<file path="src/inc/sir_pkg.sv">
// constants and types shared by the system integration status register bank
package sir_pkg;
  // register addresses on the internal address bus
  localparam logic [15:0] ADDR_BREAK_STATUS = 16'hFE00;
  localparam logic [15:0] ADDR_RESET_CAUSE = 16'hFE01;
  localparam logic [15:0] ADDR_BREAK_FLAG_CTRL = 16'hFE03;
  localparam logic [15:0] ADDR_IRQ_LOW = 16'hFE04;
  localparam logic [15:0] ADDR_IRQ_HIGH = 16'hFE05;

  // field positions
  localparam int BIT_BREAK_WAIT = 1;
  localparam int BIT_CLEAR_ENABLE = 7;
  localparam int IRQ_LOW_SHIFT = 2;
  localparam int IRQ_LOW_COUNT = 6;
  localparam int IRQ_HIGH_COUNT = 8;
  localparam int IRQ_DOC_COUNT = 14;
  localparam int IRQ_MAX_COUNT = 128;

  // reset values
  localparam logic [7:0] RESET_CAUSE_POR = 8'h80;
  localparam logic [7:0] BYTE_ZERO = 8'h00;

  // clock division ratios relative to the doubled clock
  localparam int DIV_CRYSTAL = 2;
  localparam int DIV_BUS = 4;

  // reset cause flags, bit 7 down to bit 1, bit 0 always reads 0
  typedef struct packed {
    logic power_on;
    logic pin;
    logic watchdog;
    logic bad_opcode;
    logic bad_address;
    logic usb;
    logic low_voltage;
    logic zero;
  } sir_reset_cause_s;

  // internal bus request from the cpu core
  typedef struct packed {
    logic strobe;
    logic read_not_write;
    logic [15:0] addr;
    logic [7:0] wdata;
  } sir_bus_req_s;
endpackage

</file>
<file path="src/hw/sir_clk_div.sv">
// divider of the doubled clock giving a one-cycle tick and a square wave
`timescale 1ns/1ns
module sir_clk_div #(
  parameter int DIV = 4
) (
  input wire logic sys_clk,
  input wire logic rst_n,
  output logic tick_q,
  output logic square_q
);
  localparam int CW = (DIV > 2) ? $clog2(DIV) : 1;
  localparam logic [CW-1:0] LAST = CW'(DIV - 1);
  localparam logic [CW-1:0] HALF = CW'(DIV / 2);

  logic [CW-1:0] cnt_q;
  logic [CW-1:0] cnt_d;
  logic tick_d;
  logic square_d;

  // free running count, never gated by any mode
  always_comb
  begin
    cnt_d = (cnt_q == LAST) ? '0 : cnt_q + CW'(1);
    tick_d = (cnt_d == LAST);
    square_d = (cnt_d >= HALF);
  end

  always_ff @(posedge sys_clk or negedge rst_n)
  begin
    if (!rst_n)
    begin
      cnt_q <= '0;
      tick_q <= 1'b0;
      square_q <= 1'b0;
    end
    else
    begin
      cnt_q <= cnt_d;
      tick_q <= tick_d;
      square_q <= square_d;
    end
  end
endmodule // sir_clk_div

</file>
<file path="src/hw/sir_status_regs.sv">
// status and control register bank of the system integration unit
`timescale 1ns/1ns
// Behaviour
// - The crystal clock output keeps toggling without a break while the chip sits in the break state.
// - The bus clock is the doubled clock divided by four, that is half the crystal clock.
// - The break wait flag is bit 1 of the break status register, resets to 0 and is cleared by writing 0.
// - The reset cause register holds power-on, pin, watchdog, bad opcode, bad address, usb and low voltage flags in bits 7 to 1 with bit 0 reading 0.
// - The break flag control register has one read/write enable bit at bit 7 that resets to 0.
// - The low interrupt flag register shows flags 6 to 1 in bits 7 to 2, reads 0 in bits 1 and 0 and ignores writes.
// - The high interrupt flag register shows flags 14 to 7 in bits 7 to 0 and ignores writes.
// - The interrupt flag capture is sized by a parameter so it can grow to 128 sources.
// - Each reset source sets its own flag in the reset cause register when it causes a reset.
// - A power-on reset sets the power-on flag and clears every other reset cause flag.
module sir_status_regs #(
  parameter int NUM_IRQ = sir_pkg::IRQ_DOC_COUNT
) (
  input wire logic sys_clk,
  input wire logic rst_n,
  input wire logic power_on_pulse,
  input wire sir_pkg::sir_reset_cause_s reset_event,
  input wire logic break_state,
  input wire logic break_wait_set,
  input wire logic [NUM_IRQ-1:0] irq_pending,
  input wire sir_pkg::sir_bus_req_s bus_req,
  output logic [7:0] internal_data_bus_rd_q,
  output logic crystal_clock_q,
  output logic bus_clock_q,
  output logic bus_tick_q,
  output logic break_clear_flag_enable_q,
  output logic break_wait_flag_q
);
  logic crystal_tick;
  logic bus_access;
  logic wr_access;
  logic rd_access;
  logic [7:0] rd_mux;
  logic [NUM_IRQ-1:0] irq_q;
  logic [NUM_IRQ-1:0] irq_d;
  logic [sir_pkg::IRQ_DOC_COUNT-1:0] irq_doc;
  sir_pkg::sir_reset_cause_s cause_q;
  sir_pkg::sir_reset_cause_s cause_d;
  logic break_wait_d;
  logic clear_enable_d;
  logic [7:0] rd_d;

  // crystal clock: doubled clock halved, free running in every state
  sir_clk_div #(
    .DIV(sir_pkg::DIV_CRYSTAL)
  ) u_crystal_div (
    .sys_clk(sys_clk),
    .rst_n(rst_n),
    .tick_q(crystal_tick),
    .square_q(crystal_clock_q)
  );

  // bus clock: doubled clock divided by four
  sir_clk_div #(
    .DIV(sir_pkg::DIV_BUS)
  ) u_bus_div (
    .sys_clk(sys_clk),
    .rst_n(rst_n),
    .tick_q(bus_tick_q),
    .square_q(bus_clock_q)
  );

  // access qualified by strobe in the bus clock cycle
  assign bus_access = bus_req.strobe && bus_tick_q;
  assign wr_access = bus_access && !bus_req.read_not_write;
  assign rd_access = bus_access && bus_req.read_not_write;

  // documented flags 14..1 taken from the low end of the capture
  always_comb
  begin
    irq_doc = '0;
    for (int i = 0; i < sir_pkg::IRQ_DOC_COUNT; i++)
    begin
      if (i < NUM_IRQ)
      begin
        irq_doc[i] = irq_q[i];
      end
    end
  end

  // interrupt flag capture, width set by parameter up to 128
  always_comb
  begin
    irq_d = irq_pending;
  end

  always_ff @(posedge sys_clk or negedge rst_n)
  begin
    if (!rst_n)
    begin
      irq_q <= '0;
    end
    else
    begin
      irq_q <= irq_d;
    end
  end

  // reset cause flags; power-on has priority and clears the rest
  always_comb
  begin
    cause_d = cause_q;
    if (power_on_pulse)
    begin
      cause_d = sir_pkg::sir_reset_cause_s'(sir_pkg::RESET_CAUSE_POR);
    end
    else
    begin
      cause_d.pin = cause_q.pin | reset_event.pin;
      cause_d.watchdog = cause_q.watchdog | reset_event.watchdog;
      cause_d.bad_opcode = cause_q.bad_opcode | reset_event.bad_opcode;
      cause_d.bad_address = cause_q.bad_address | reset_event.bad_address;
      cause_d.usb = cause_q.usb | reset_event.usb;
      cause_d.low_voltage = cause_q.low_voltage | reset_event.low_voltage;
      cause_d.power_on = cause_q.power_on | reset_event.power_on;
    end
    cause_d.zero = 1'b0;
  end

  always_ff @(posedge sys_clk or negedge rst_n)
  begin
    if (!rst_n)
    begin
      cause_q <= sir_pkg::sir_reset_cause_s'(sir_pkg::RESET_CAUSE_POR);
    end
    else
    begin
      cause_q <= cause_d;
    end
  end

  // break wait flag and clear enable; a set in the clearing cycle wins
  always_comb
  begin
    break_wait_d = break_wait_flag_q;
    clear_enable_d = break_clear_flag_enable_q;
    if (wr_access && bus_req.addr == sir_pkg::ADDR_BREAK_STATUS && !bus_req.wdata[sir_pkg::BIT_BREAK_WAIT])
    begin
      break_wait_d = 1'b0;
    end
    if (break_wait_set)
    begin
      break_wait_d = 1'b1;
    end
    if (wr_access && bus_req.addr == sir_pkg::ADDR_BREAK_FLAG_CTRL)
    begin
      clear_enable_d = bus_req.wdata[sir_pkg::BIT_CLEAR_ENABLE];
    end
  end

  always_ff @(posedge sys_clk or negedge rst_n)
  begin
    if (!rst_n)
    begin
      break_wait_flag_q <= 1'b0;
      break_clear_flag_enable_q <= 1'b0;
    end
    else
    begin
      break_wait_flag_q <= break_wait_d;
      break_clear_flag_enable_q <= clear_enable_d;
    end
  end

  // read multiplexer; reserved bits and unmapped addresses read 0
  always_comb
  begin
    rd_mux = sir_pkg::BYTE_ZERO;
    unique case (bus_req.addr)
      sir_pkg::ADDR_BREAK_STATUS:
      begin
        rd_mux[sir_pkg::BIT_BREAK_WAIT] = break_wait_flag_q;
      end
      sir_pkg::ADDR_RESET_CAUSE:
      begin
        rd_mux = cause_q;
      end
      sir_pkg::ADDR_BREAK_FLAG_CTRL:
      begin
        rd_mux[sir_pkg::BIT_CLEAR_ENABLE] = break_clear_flag_enable_q;
      end
      sir_pkg::ADDR_IRQ_LOW:
      begin
        rd_mux[7:sir_pkg::IRQ_LOW_SHIFT] = irq_doc[sir_pkg::IRQ_LOW_COUNT-1:0];
      end
      sir_pkg::ADDR_IRQ_HIGH:
      begin
        rd_mux = irq_doc[sir_pkg::IRQ_DOC_COUNT-1:sir_pkg::IRQ_LOW_COUNT];
      end
      default:
      begin
        rd_mux = sir_pkg::BYTE_ZERO;
      end
    endcase
  end

  // read data held until the next read access
  always_comb
  begin
    rd_d = rd_access ? rd_mux : internal_data_bus_rd_q;
  end

  always_ff @(posedge sys_clk or negedge rst_n)
  begin
    if (!rst_n)
    begin
      internal_data_bus_rd_q <= sir_pkg::BYTE_ZERO;
    end
    else
    begin
      internal_data_bus_rd_q <= rd_d;
    end
  end

  // break state only observed; clocks above ignore it by design
  logic unused_break;
  assign unused_break = break_state & crystal_tick;
endmodule // sir_status_regs

</file>
<file path="config.mk">
export PLATFORM = sky130hd
export DESIGN_NAME = sir_status_regs
export DESIGN_NICKNAME = d
export VERILOG_FILES = /design/src/inc/sir_pkg.sv /design/src/hw/sir_clk_div.sv /design/src/hw/sir_status_regs.sv
export SDC_FILE = /design/constraint.sdc
export NUM_CORES = 1
export LEC_CHECK = 0
export ABC_AREA = 1
export BUFFER_PORTS_ARGS = -buffer_cell sky130_fd_sc_hd__buf_2
export CORE_AREA = 8 8 64 66
export DETAILED_ROUTE_END_ITERATION = 10
export DIE_AREA = 0 0 72 74
export GPL_TIMING_DRIVEN = 0
export PLACE_DENSITY = 0.81
export SYNTH_ARGS = -nofsm -noshare
export SYNTH_HDL_FRONTEND = slang
export SYNTH_HIERARCHICAL = 1
export SYNTH_SLANG_ARGS = --single-unit
export TNS_END_PERCENT = 100
</file>
<file path="constraint.sdc">
create_clock -name sys_clk -period 2.8 [get_ports sys_clk]
set_input_delay 0.56 -clock sys_clk [delete_from_list [all_inputs] [get_ports sys_clk]]
set_output_delay 0.56 -clock sys_clk [all_outputs]
set_load 0.01 [all_outputs]
</file>
; ---- After elaboration in Yosys (flattened, before gate mapping)
; Index checks and enable logic that the tools add are counted.
[classes]
addsub = 2
magnitude_cmp = 2
n_eq_ne = 7
mux = 9
bitwise_logic = 7
n_reduce_logical = 9
[op_table]
columns = operator, n
row1 = "equality test 16 bit, second input constant", 5
row2 = one-hot mux 5 bit (3 select lines), 1
row3 = 2-to-1 mux 7 bit, 1
row4 = OR 1 bit, 7
row5 = logical AND 1 bit, 6
row6 = "equality test 2 bit, second input constant", 2
row7 = 2-to-1 mux 1 bit, 4
row8 = one-hot mux 1 bit (4 select lines), 1
row9 = one-hot mux 1 bit (3 select lines), 1
row10 = "adder 2 x 1 -> 2 bit, second input constant", 1
row11 = ">= comparator 2 bit, second input constant", 1
row12 = zero test 1 bit, 2
row13 = 2-to-1 mux 2 bit, 1
row14 = nonzero test 2 bit, 1
row15 = "adder 1 bit, second input constant", 1
row16 = ">= comparator 1 bit, second input constant", 1
[totals]
register_bits = 37
in_bits = 53
output_inout_bits = 13
word_cells = 52

; ---- Logic depth before layout (Yosys ltp)
; Gate-level depths: netlist of run 1.
[logic_depth]
depth_word = 6
depth_mapped = 9
mapped_depth_nobuf = 8

; ---- Hierarchy
; Netlist of run 1, hierarchy kept.
[modules_own_cells]
columns = module, n_inst, cells_each, area_per_inst_um2, seq_area_each_um2
row1 = sir_status_regs, 1, 143, 1316.3, 777.0
row2 = sir_clk_div (u_bus_div), 1, 8, 111.4, 75.1
row3 = sir_clk_div (u_crystal_div), 1, 3, 36.3, 25.0

; ---- Worst setup path after synthesis of run 1
; Ideal clock, no wire load.
[synth_path]
path_kind = input-to-reg
from = input bus_req[23] (netlist name)
to = register break_wait_flag_q
setup_time_ns = 0.118
arrival_time_ns = 1.233
required_time_ns = 2.682
setup_slack_ns = 1.449
path_stages = 7
n_path_buf = 1
path_cell_list = nand2_1 > inv_1 > nand2_2 > nor2_4 > buf_6 > nand4_1 > a21o_1
[synth_between]
elab_chain_len = 4
[synth_lines]
columns = item, line_no
row1 = from (decl), sir_status_regs.sv:24  ; input wire sir_pkg::sir_bus_req_s bus_req,
row2 = equality test 16 bit, sir_status_regs.sv:140  ; if (wr_access && bus_req.addr == sir_pkg::ADDR_BREAK_STATUS && !bus_req.wdata[sir_pkg::BIT_BREAK_WAIT])
row3 = logical AND 1 bit (2 in series), sir_status_regs.sv:140
row4 = nonzero test 2 bit (no source line), -
row5 = to (signal assigned), sir_status_regs.sv:163  ; break_wait_flag_q <= break_wait_d;
row6 = to (decl), sir_status_regs.sv:30  ; output logic break_wait_flag_q
; Every way passes these cells.
; A chain may end at the register's enable or synchronous reset.

; ---- Final worst setup path of run 1
[layout_path]
from = register u_bus_div.tick_q
to = output bus_tick_q
[layout_lines]
columns = item, line_no
row1 = from (decl), sir_clk_div.sv:8  ; output logic tick_q,
row2 = from (signal assigned), sir_clk_div.sv:39  ; tick_q <= tick_d;
row3 = to (decl), sir_status_regs.sv:28  ; output logic bus_tick_q,
; No word-level cell between the ends.

==> results.json, run 1 <==
{
  "cap_violations": 0,
  "final_cell_mix": "57 x buf_2, 34 x dfrtp_1, 33 x nand2_1, 29 x nand3_1, 20 x nor2_1",
  "rows": 21,
  "cp_top_family": "flip-flops",
  "r2r_setup_slack_ns": 1.74,
  "setup_tns_ns": 0,
  "slew_headroom_pct": 51.0,
  "crit_path_start_kind": "register",
  "synth.cell_area_um2": 1460,
  "grt-ovfl-total": 0,
  "io_buffers": 57,
  "worst_skew_pair.late_latency_ns": 0.34,
  "fmax_mhz": 682,
  "antenna_found_initial": 0,
  "dp_hpwl_um": 2570,
  "r2r.worst_path.cells": 4,
  "p_per_area_nw_per_um2": 517,
  "slowest_delay_ns": 0.42,
  "worst-path-buf-inv": 1,
  "cp_max_fo": 3,
  "status": "finished clean",
  "setup.worst_path.class": "reg2out",
  "drt-total-wl_um": 3210,
  "drc": 0,
  "postCtsResizedCells": 0,
  "cts_buffer_depth": 2,
  "grt.total_usage_pct": 12.7,
  "grt_max_degree": 36,
  "h-tree-depth": 2,
  "viasPerCell": 4.62,
  "synthCells": 153,
  "antennaDiodeCount": 0,
  "coreArea_um2": 3180,
  "cts_root_buffer": "clkbuf_4",
  "finalCriticalPeriod_ns": 1.47,
  "grt_first_pass_wirelength_um": 5220,
  "initial_core_util_pct": 45.8,
  "p_leak_nw": 1.02,
  "synth_fp_nets": 208,
  "power_w": 0.000978,
  "die_area_um2": 5330,
  "grt_pass1_vias": 1200,
  "drtIter0Drc": 51,
  "synth.avg_cell_area_um2": 9.52,
  "drv_slew": 0,
  "rsz0062_at_grt": "false",
  "worstMarginPinSlew_ns": 0.735,
  "io_pins": 66,
  "cts_buffers": 5,
  "layout.nets": 272,
  "num_vias": 1219,
  "cts_hold_buf": 0,
  "die_w_um": 72,
  "final_common_cell": "buf_2",
  "cts_tree": "yes",
  "cp_cell_sequence": "buf_2",
  "fin_crit_sh_pct": 52.4,
  "antenna_left": 0,
  "r2r_start": "u_bus_div/tick_q",
  "arrival_ns": 0.91,
  "finalClockSkew_ns": 0.00198,
  "end_kind": "output port",
  "place_congestion": 0.802,
  "hp-class": "in2async",
  "finalSetupViolCount": 0,
  "yosys_warnings": 6,
  "final_layout_size_suffix_gt1_share_pct": 36.2,
  "worstReg2RegEnd": "internal_data_bus_rd_q[7]",
  "post_cts_buffers": 0,
  "clkTransAtPathRegs_ns": 0.11,
  "die_y_um": 74,
  "cts_sinks": 35,
  "routedWlPerCell_um": 12.2,
  "drtPass1Iterations": 4,
  "vdd_drop_max_mv": 0.337,
  "hold_viol_final": 0,
  "crit_slowest_cell": "dfrtp_1",
  "required_ns": 2.24,
  "synthToLayoutAreaGrowth_pct": 29.7
}
-- worst max-delay path by stage --
stage	depth (start not counted)	end	startpoint	slack, ns
3_3_place_gp	7	break_wait_flag_q	bus_req[16]	1.27
2_1_floorplan	7	break_wait_flag_q	bus_req[23]	1.45
5_1_grt	1	bus_clock_q	u_bus_div/cnt_q[1]	1.30
4_1_cts	1	bus_tick_q	u_bus_div/tick_q	1.32
6_report	1	bus_tick_q	u_bus_div/tick_q	1.33
3_5_place_dp	9	internal_data_bus_rd_q[1]	bus_req[16]	1.24
-- power breakdown --
part	switching (W)	internal (W)	leakage [nW]
clock network	0.000173	0.000215	0.0489
registers	0.00000702	0.000521	0.430
logic	0.0000320	0.0000284	0.543
total	0.000212	0.000765	1.02
-- final cells by class --
cell class / count / area [um2]
fill: 296 / 1290
sequential: 35 / 877
multi-input combinational: 103 / 508
timing repair buffer: 57 / 285
tap: 46 / 57.6
clock buffer: 6 / 51.3
inverter: 13 / 48.8
clock inverter: 2 / 38.8
buffer: 2 / 22.5
-- per-layer routing --
layer  track usage, %  vias to the layer above  wire length, um
met5                0                        -                0
met1             13.6                      551             1350
li1                 -                      618                -
met2             21.6                       43             1570
met3             4.45                        7              229
met4             6.80                        0               65
-- registers in the layout (all words and copies together), names as in the netlist --
register and cells:
u_crystal_div/square_q 1, u_bus_div/cnt_q 2, u_bus_div/tick_q 1, irq_doc 14
internal_data_bus_rd_q 8, break_clear_flag_enable_q 1, break_wait_flag_q 1, cause_q 7
-- worst reg2reg max path: stages, from the launching register on --
cell and delay [ns]:
dfrtp_1 0.39, nand3_2 0.21, inv_1 0.23, o21ai_1 0.10
nand2_1 0.07
-- metrics by stage --
stage / utilization, % / instances / cell area [um2] / hold slack (ns) / setup slack [ns]
after global routing: 59.4 / 264 / 1890 / 0.301 / 1.30
after floorplan: - / 153 / 1460 / 0.264 / 1.45
final: 59.4 / 264 / 1890 / 0.264 / 1.33
after CTS: 59.4 / 264 / 1890 / 0.285 / 1.32
after detailed placement: 56.6 / 256 / 1800 / 0.410 / 1.24
after global placement: 56.6 / 256 / 1800 / 0.400 / 1.27
No activity file was read; power rests on OpenSTA's default activity.
==> inputs of run 2 (changes only) <==
--- a/config.mk
+++ b/config.mk
@@ -7,11 +7,11 @@
 export LEC_CHECK = 0
 export ABC_AREA = 1
 export BUFFER_PORTS_ARGS = -buffer_cell sky130_fd_sc_hd__buf_2
-export CORE_AREA = 8 8 64 66
+export CORE_AREA = 8 8 66 68
 export DETAILED_ROUTE_END_ITERATION = 10
-export DIE_AREA = 0 0 72 74
+export DIE_AREA = 0 0 74 76
 export GPL_TIMING_DRIVEN = 0
-export PLACE_DENSITY = 0.81
+export PLACE_DENSITY = 0.76
 export SYNTH_ARGS = -nofsm -noshare
 export SYNTH_HDL_FRONTEND = slang
 export SYNTH_HIERARCHICAL = 1
==> constraint.sdc (replaced) <==
create_clock -name sys_clk -period 1.45 [get_ports sys_clk]
set_input_delay 0.29 -clock sys_clk [delete_from_list [all_inputs] [get_ports sys_clk]]
set_output_delay 0.29 -clock sys_clk [all_outputs]
set_load 0.01 [all_outputs]
==> results.json, run 2 (synthesis results as in run 1) <==
{
  "status": "finished clean",
  "post_cts_buffers": 0,
  "largest_reg_flops": 14,
  "h-tree-depth": 2,
  "hold_viol_final": 0,
  "antennaDiodeCount": 0,
  "cts_tree": "yes",
  "grt-ovfl-total": 0,
  "cts_hold_buf": 0,
  "cap_violations": 0,
  "p_per_area_nw_per_um2": 878,
  "vdd_drop_max_mv": 0.653,
  "die_area_um2": 5620,
  "dp_hpwl_um": 2490,
  "cp_cell_sequence": "buf_2",
  "routedWlPerCell_um": 11.8,
  "worst-path-buf-inv": 1,
  "num_vias": 1205,
  "cts_root_buffer": "clkbuf_4",
  "fmax_mhz": 857,
  "setup_ws_ns": 0.283,
  "initial_core_util_pct": 42.3,
  "dp_worst_setup_slack_ns": 0.172,
  "finalClockSkew_ns": 0.00451,
  "final_layout_size_suffix_gt1_share_pct": 35.3,
  "crit_path_start_kind": "register",
  "final_cell_mix": "57 x buf_2, 34 x dfrtp_1, 33 x nand2_1, 29 x nand3_1, 20 x nor2_1",
  "finalSetupViolCount": 0,
  "cp_max_fo": 3,
  "cts_buffers": 5,
  "drt-total-wl_um": 3150,
  "fin_crit_sh_pct": 80.5,
  "die_w_um": 74,
  "drv_slew": 0,
  "antenna_left": 0,
  "crit_slowest_cell": "dfrtp_1",
  "setup.worst_path.class": "reg2out",
  "clkTransAtPathRegs_ns": 0.10,
  "slowest_delay_ns": 0.41,
  "required_ns": 1.16,
  "cts_buffer_depth": 2,
  "rsz0062_at_grt": "false",
  "cp_top_family": "flip-flops",
  "place_congestion": 0.755,
  "grt_max_degree": 36,
  "drtPass1Iterations": 4,
  "setup_tns_ns": 0,
  "end_kind": "output port",
  "rows": 22,
  "hp-class": "in2async",
  "layout.nets": 272,
  "io_pins": 66,
  "p_leak_nw": 0.999,
  "worstMarginPinSlew_ns": 0.737,
  "coreArea_um2": 3440,
  "postCtsResizedCells": 0,
  "synthToLayoutAreaGrowth_pct": 27.3,
  "viasPerCell": 4.53,
  "grt_first_pass_wirelength_um": 5400,
  "drc": 0,
  "grt_pass1_vias": 1223,
  "final_common_cell": "buf_2",
  "drtIter0Drc": 67,
  "slew_headroom_pct": 50.9,
  "worst_skew_pair.late_latency_ns": 0.32,
  "arrival_ns": 0.88,
  "grt.total_usage_pct": 12.0,
  "cts_sinks": 35,
  "finalCriticalPeriod_ns": 1.17,
  "io_buffers": 57,
  "antenna_found_initial": 0,
  "die_y_um": 76
}
run 2: cell types whose count changed in the layout (fill, tap and decap cells not counted), sizes merged:
cell / delta
inv: -1
bufinv: -1
clkbuf: +1
clkinvlp: +1
run 2: metrics by stage:
step	instances	util (%)	hold slack (ns)	power, W	area (um2)
floorplan	153	-	-0.00559	0.00107	1460
global placement	258	52.4	0.390	0.00115	1800
detailed placement	258	52.4	0.392	0.00116	1800
CTS	266	53.9	0.0302	0.00165	1850
global route	266	53.9	0.0257	0.00172	1850
finish	266	53.9	0.0225	0.00163	1850
run 2: final timing paths:
path | slack (ns) | startpoint | cells after the start | end
setup / recovery | 0.28 | u_bus_div/tick_q | 1 | bus_tick_q
hold / removal | 0.02 | rst_n | 1 | internal_data_bus_rd_q[5]
setup reg to reg | 0.42 | u_bus_div/tick_q | 4 | internal_data_bus_rd_q[7]
hold reg to reg | 0.42 | u_crystal_div/square_q | 1 | u_crystal_div/square_q
max in group asynchronous | 0.96 | rst_n | 1 | u_bus_div/cnt_q[0]
min in group sys_clk | 0.07 | irq_pending[3] | 1 | irq_doc[3]
run 2: routing by layer:
layer,GRT usage [%],part of all wire (%)
met3,3.42,6.0
met5,0,0
met1,13.7,43
met4,6.20,1.3
met2,19.5,49
run 2: final cells by class:
type / instances / area, um2
Fill cell: 320 / 1590
Sequential cell: 35 / 877
Multi-Input combinational cell: 103 / 508
Timing Repair Buffer: 57 / 285
Tap cell: 48 / 60.1
Inverter: 13 / 48.8
Clock buffer: 7 / 45.0
Buffer: 2 / 22.5
Clock inverter: 1 / 7.51
run 2: where the power goes:
part | leakage (nW) | total, W | switching [W] | internal, W
sequential | 0.430 | 0.00102 | 0.0000132 | 0.00101
combinational | 0.543 | 0.000118 | 0.0000627 | 0.0000549
clock | 0.0255 | 0.000490 | 0.000299 | 0.000191
total | 0.999 | 0.00163 | 0.000374 | 0.00125
==> inputs of run 3 (changes only) <==
--- a/config.mk
+++ b/config.mk
@@ -5,13 +5,13 @@
 export SDC_FILE = /design/constraint.sdc
 export NUM_CORES = 1
 export LEC_CHECK = 0
-export ABC_AREA = 1
+export ABC_AREA = 0
 export BUFFER_PORTS_ARGS = -buffer_cell sky130_fd_sc_hd__buf_2
-export CORE_AREA = 8 8 66 68
+export CORE_AREA = 8 8 68 70
 export DETAILED_ROUTE_END_ITERATION = 10
-export DIE_AREA = 0 0 74 76
+export DIE_AREA = 0 0 76 78
 export GPL_TIMING_DRIVEN = 0
-export PLACE_DENSITY = 0.76
+export PLACE_DENSITY = 0.71
 export SYNTH_ARGS = -nofsm -noshare
 export SYNTH_HDL_FRONTEND = slang
 export SYNTH_HIERARCHICAL = 1
==> constraint.sdc (replaced) <==
create_clock -name sys_clk -period 1 [get_ports sys_clk]
set_input_delay 0.2 -clock sys_clk [delete_from_list [all_inputs] [get_ports sys_clk]]
set_output_delay 0.2 -clock sys_clk [all_outputs]
set_load 0.01 [all_outputs]
==> results.json, run 3 <==
{
  "whs_ns": -0.0849,
  "p_per_area_nw_per_um2": 1150,
  "setup.worst_path.class": "in2reg",
  "die_y_um": 78,
  "routedWlPerCell_um": 15.5,
  "drt-total-wl_um": 3950,
  "cts_buffers": 5,
  "drc": 0,
  "cts_tree": "yes",
  "grt.total_usage_pct": 13.3,
  "yosys_warnings": 6,
  "finalSetupViolCount": 23,
  "drv_slew": 0,
  "initial_core_util_pct": 38.2,
  "cts_sinks": 35,
  "num_vias": 1242,
  "hold_viol_final": 34,
  "rows": 22,
  "layout.nets": 260,
  "worstMarginPinSlew_ns": 0.764,
  "vdd_drop_max_mv": 1.05,
  "final_layout_size_suffix_gt1_share_pct": 51.5,
  "cts_hold_buf": 14,
  "grt-ovfl-total": 0,
  "hp-class": "in2async",
  "final_cell_mix": "52 x buf_2, 34 x dfrtp_1, 16 x buf_4, 15 x nor2_1, 14 x dlygate4sd3_1",
  "worst_skew_pair.late_latency_ns": 0.34,
  "cts_buffer_depth": 2,
  "slew_headroom_pct": 49.1,
  "antenna_left": 0,
  "synth_fp_nets": 162,
  "dp_hpwl_um": 2730,
  "synth.cell_area_um2": 1360,
  "drtPass1Iterations": 4,
  "antenna_found_initial": 0,
  "setup_ws_ns": -0.666,
  "h-tree-depth": 2,
  "die_w_um": 76,
  "grt_first_pass_wirelength_um": 6420,
  "synth.avg_cell_area_um2": 12.7,
  "arrival_ns": 1.95,
  "violations": "hold timing, setup timing",
  "fin_crit_sh_pct": 167,
  "synthCells": 107,
  "die_area_um2": 5930,
  "io_pins": 66,
  "synthToLayoutAreaGrowth_pct": 61.5,
  "setup_tns_ns": -6.97,
  "finalCriticalPeriod_ns": 1.67,
  "r2r_setup_slack_ns": -0.37,
  "required_ns": 1.28,
  "status": "finished, violations left",
  "cap_violations": 0,
  "coreArea_um2": 3550,
  "viasPerCell": 4.89,
  "fmax_mhz": 600,
  "finalClockSkew_ns": 0.0171,
  "crit_path_start_kind": "input port",
  "rsz0062_at_grt": "true",
  "fillers": 270,
  "grt_max_degree": 36,
  "place_congestion": 0.727,
  "cp_max_fo": 5,
  "grt_pass1_vias": 1407,
  "cts_root_buffer": "clkbuf_4",
  "antennaDiodeCount": 0,
  "final_common_cell": "buf_2",
  "p_leak_nw": 1.09,
  "drtIter0Drc": 49,
  "end_kind": "register",
  "clkTransAtPathRegs_ns": 0.12,
  "largest_reg_flops": 14,
  "io_buffers": 57
}
-- run 3: worst paths after layout --
check                                       endpoint  cells past startpoint          startpoint
max                        internal_data_bus_rd_q[2]                      6         bus_req[13]
min                                       irq_doc[6]                      1               rst_n
max reg2reg                internal_data_bus_rd_q[6]                      4    u_bus_div/tick_q
min reg2reg                       u_bus_div/cnt_q[0]                      1  u_bus_div/cnt_q[0]
max in group asynchronous     u_crystal_div/square_q                      1               rst_n
min in group sys_clk               break_wait_flag_q                      2      break_wait_set
-- run 3: worst max-delay path, cell delays in order --
cell,delay [ns]
buf_6,0.09
or4_4,0.53
or4_4,0.48
buf_4,0.18
nor4_4,0.25
a221o_1,0.23
-- run 3: layout make-up --
class	instances	area, um2	share of cell area (%)
plain buffers	1	5.00	0.228
clock buffers	6	41.3	1.88
clock inverters	2	12.5	0.571
inverters	3	11.3	0.514
multi-input cells	68	557	25.4
flip-flops and latches	35	877	40.0
well taps	48	60.1	2.74
repair buffers	91	628	28.7
-- run 3: what timing repair did --
action                                 in CTS  in global routing
setup endpoints to repair                  23                 23
buffers inserted                           17                  5
pin swaps                                   5                  3
endpoints found under the hold margin      48                 34
resized for setup                          15                  9
-- run 3: routing by layer --
metal | global-route usage [%] | vias up | part of all wire, %
met2 | 23.3 | 53 | 52
met3 | 4.61 | 10 | 5.4
met5 | 0 | - | 0
met1 | 14.6 | 591 | 39
li1 | - | 588 | -
met4 | 4.71 | 0 | 3.2
-- run 3: through the flow --
stage	total power, W	instance area, um2	util [%]	cells	worst slack, ns
finish	0.00252	2190	61.7	254	-0.666
global route	0.00264	2190	61.7	254	-0.694
CTS	0.00253	2130	60.0	251	-0.613
detailed placement	0.00172	1720	48.5	212	-1.06
global placement	0.00171	1720	48.5	212	-1.02
floorplan	0.00157	1380	-	107	-0.877
-- run 3: power by group --
part	internal, W	leakage, nW	switching [W]
Clock	0.000271	0.0282	0.000484
Sequential	0.00146	0.429	0.0000211
Combinational	0.000153	0.629	0.000129
Total	0.00189	1.09	0.000634
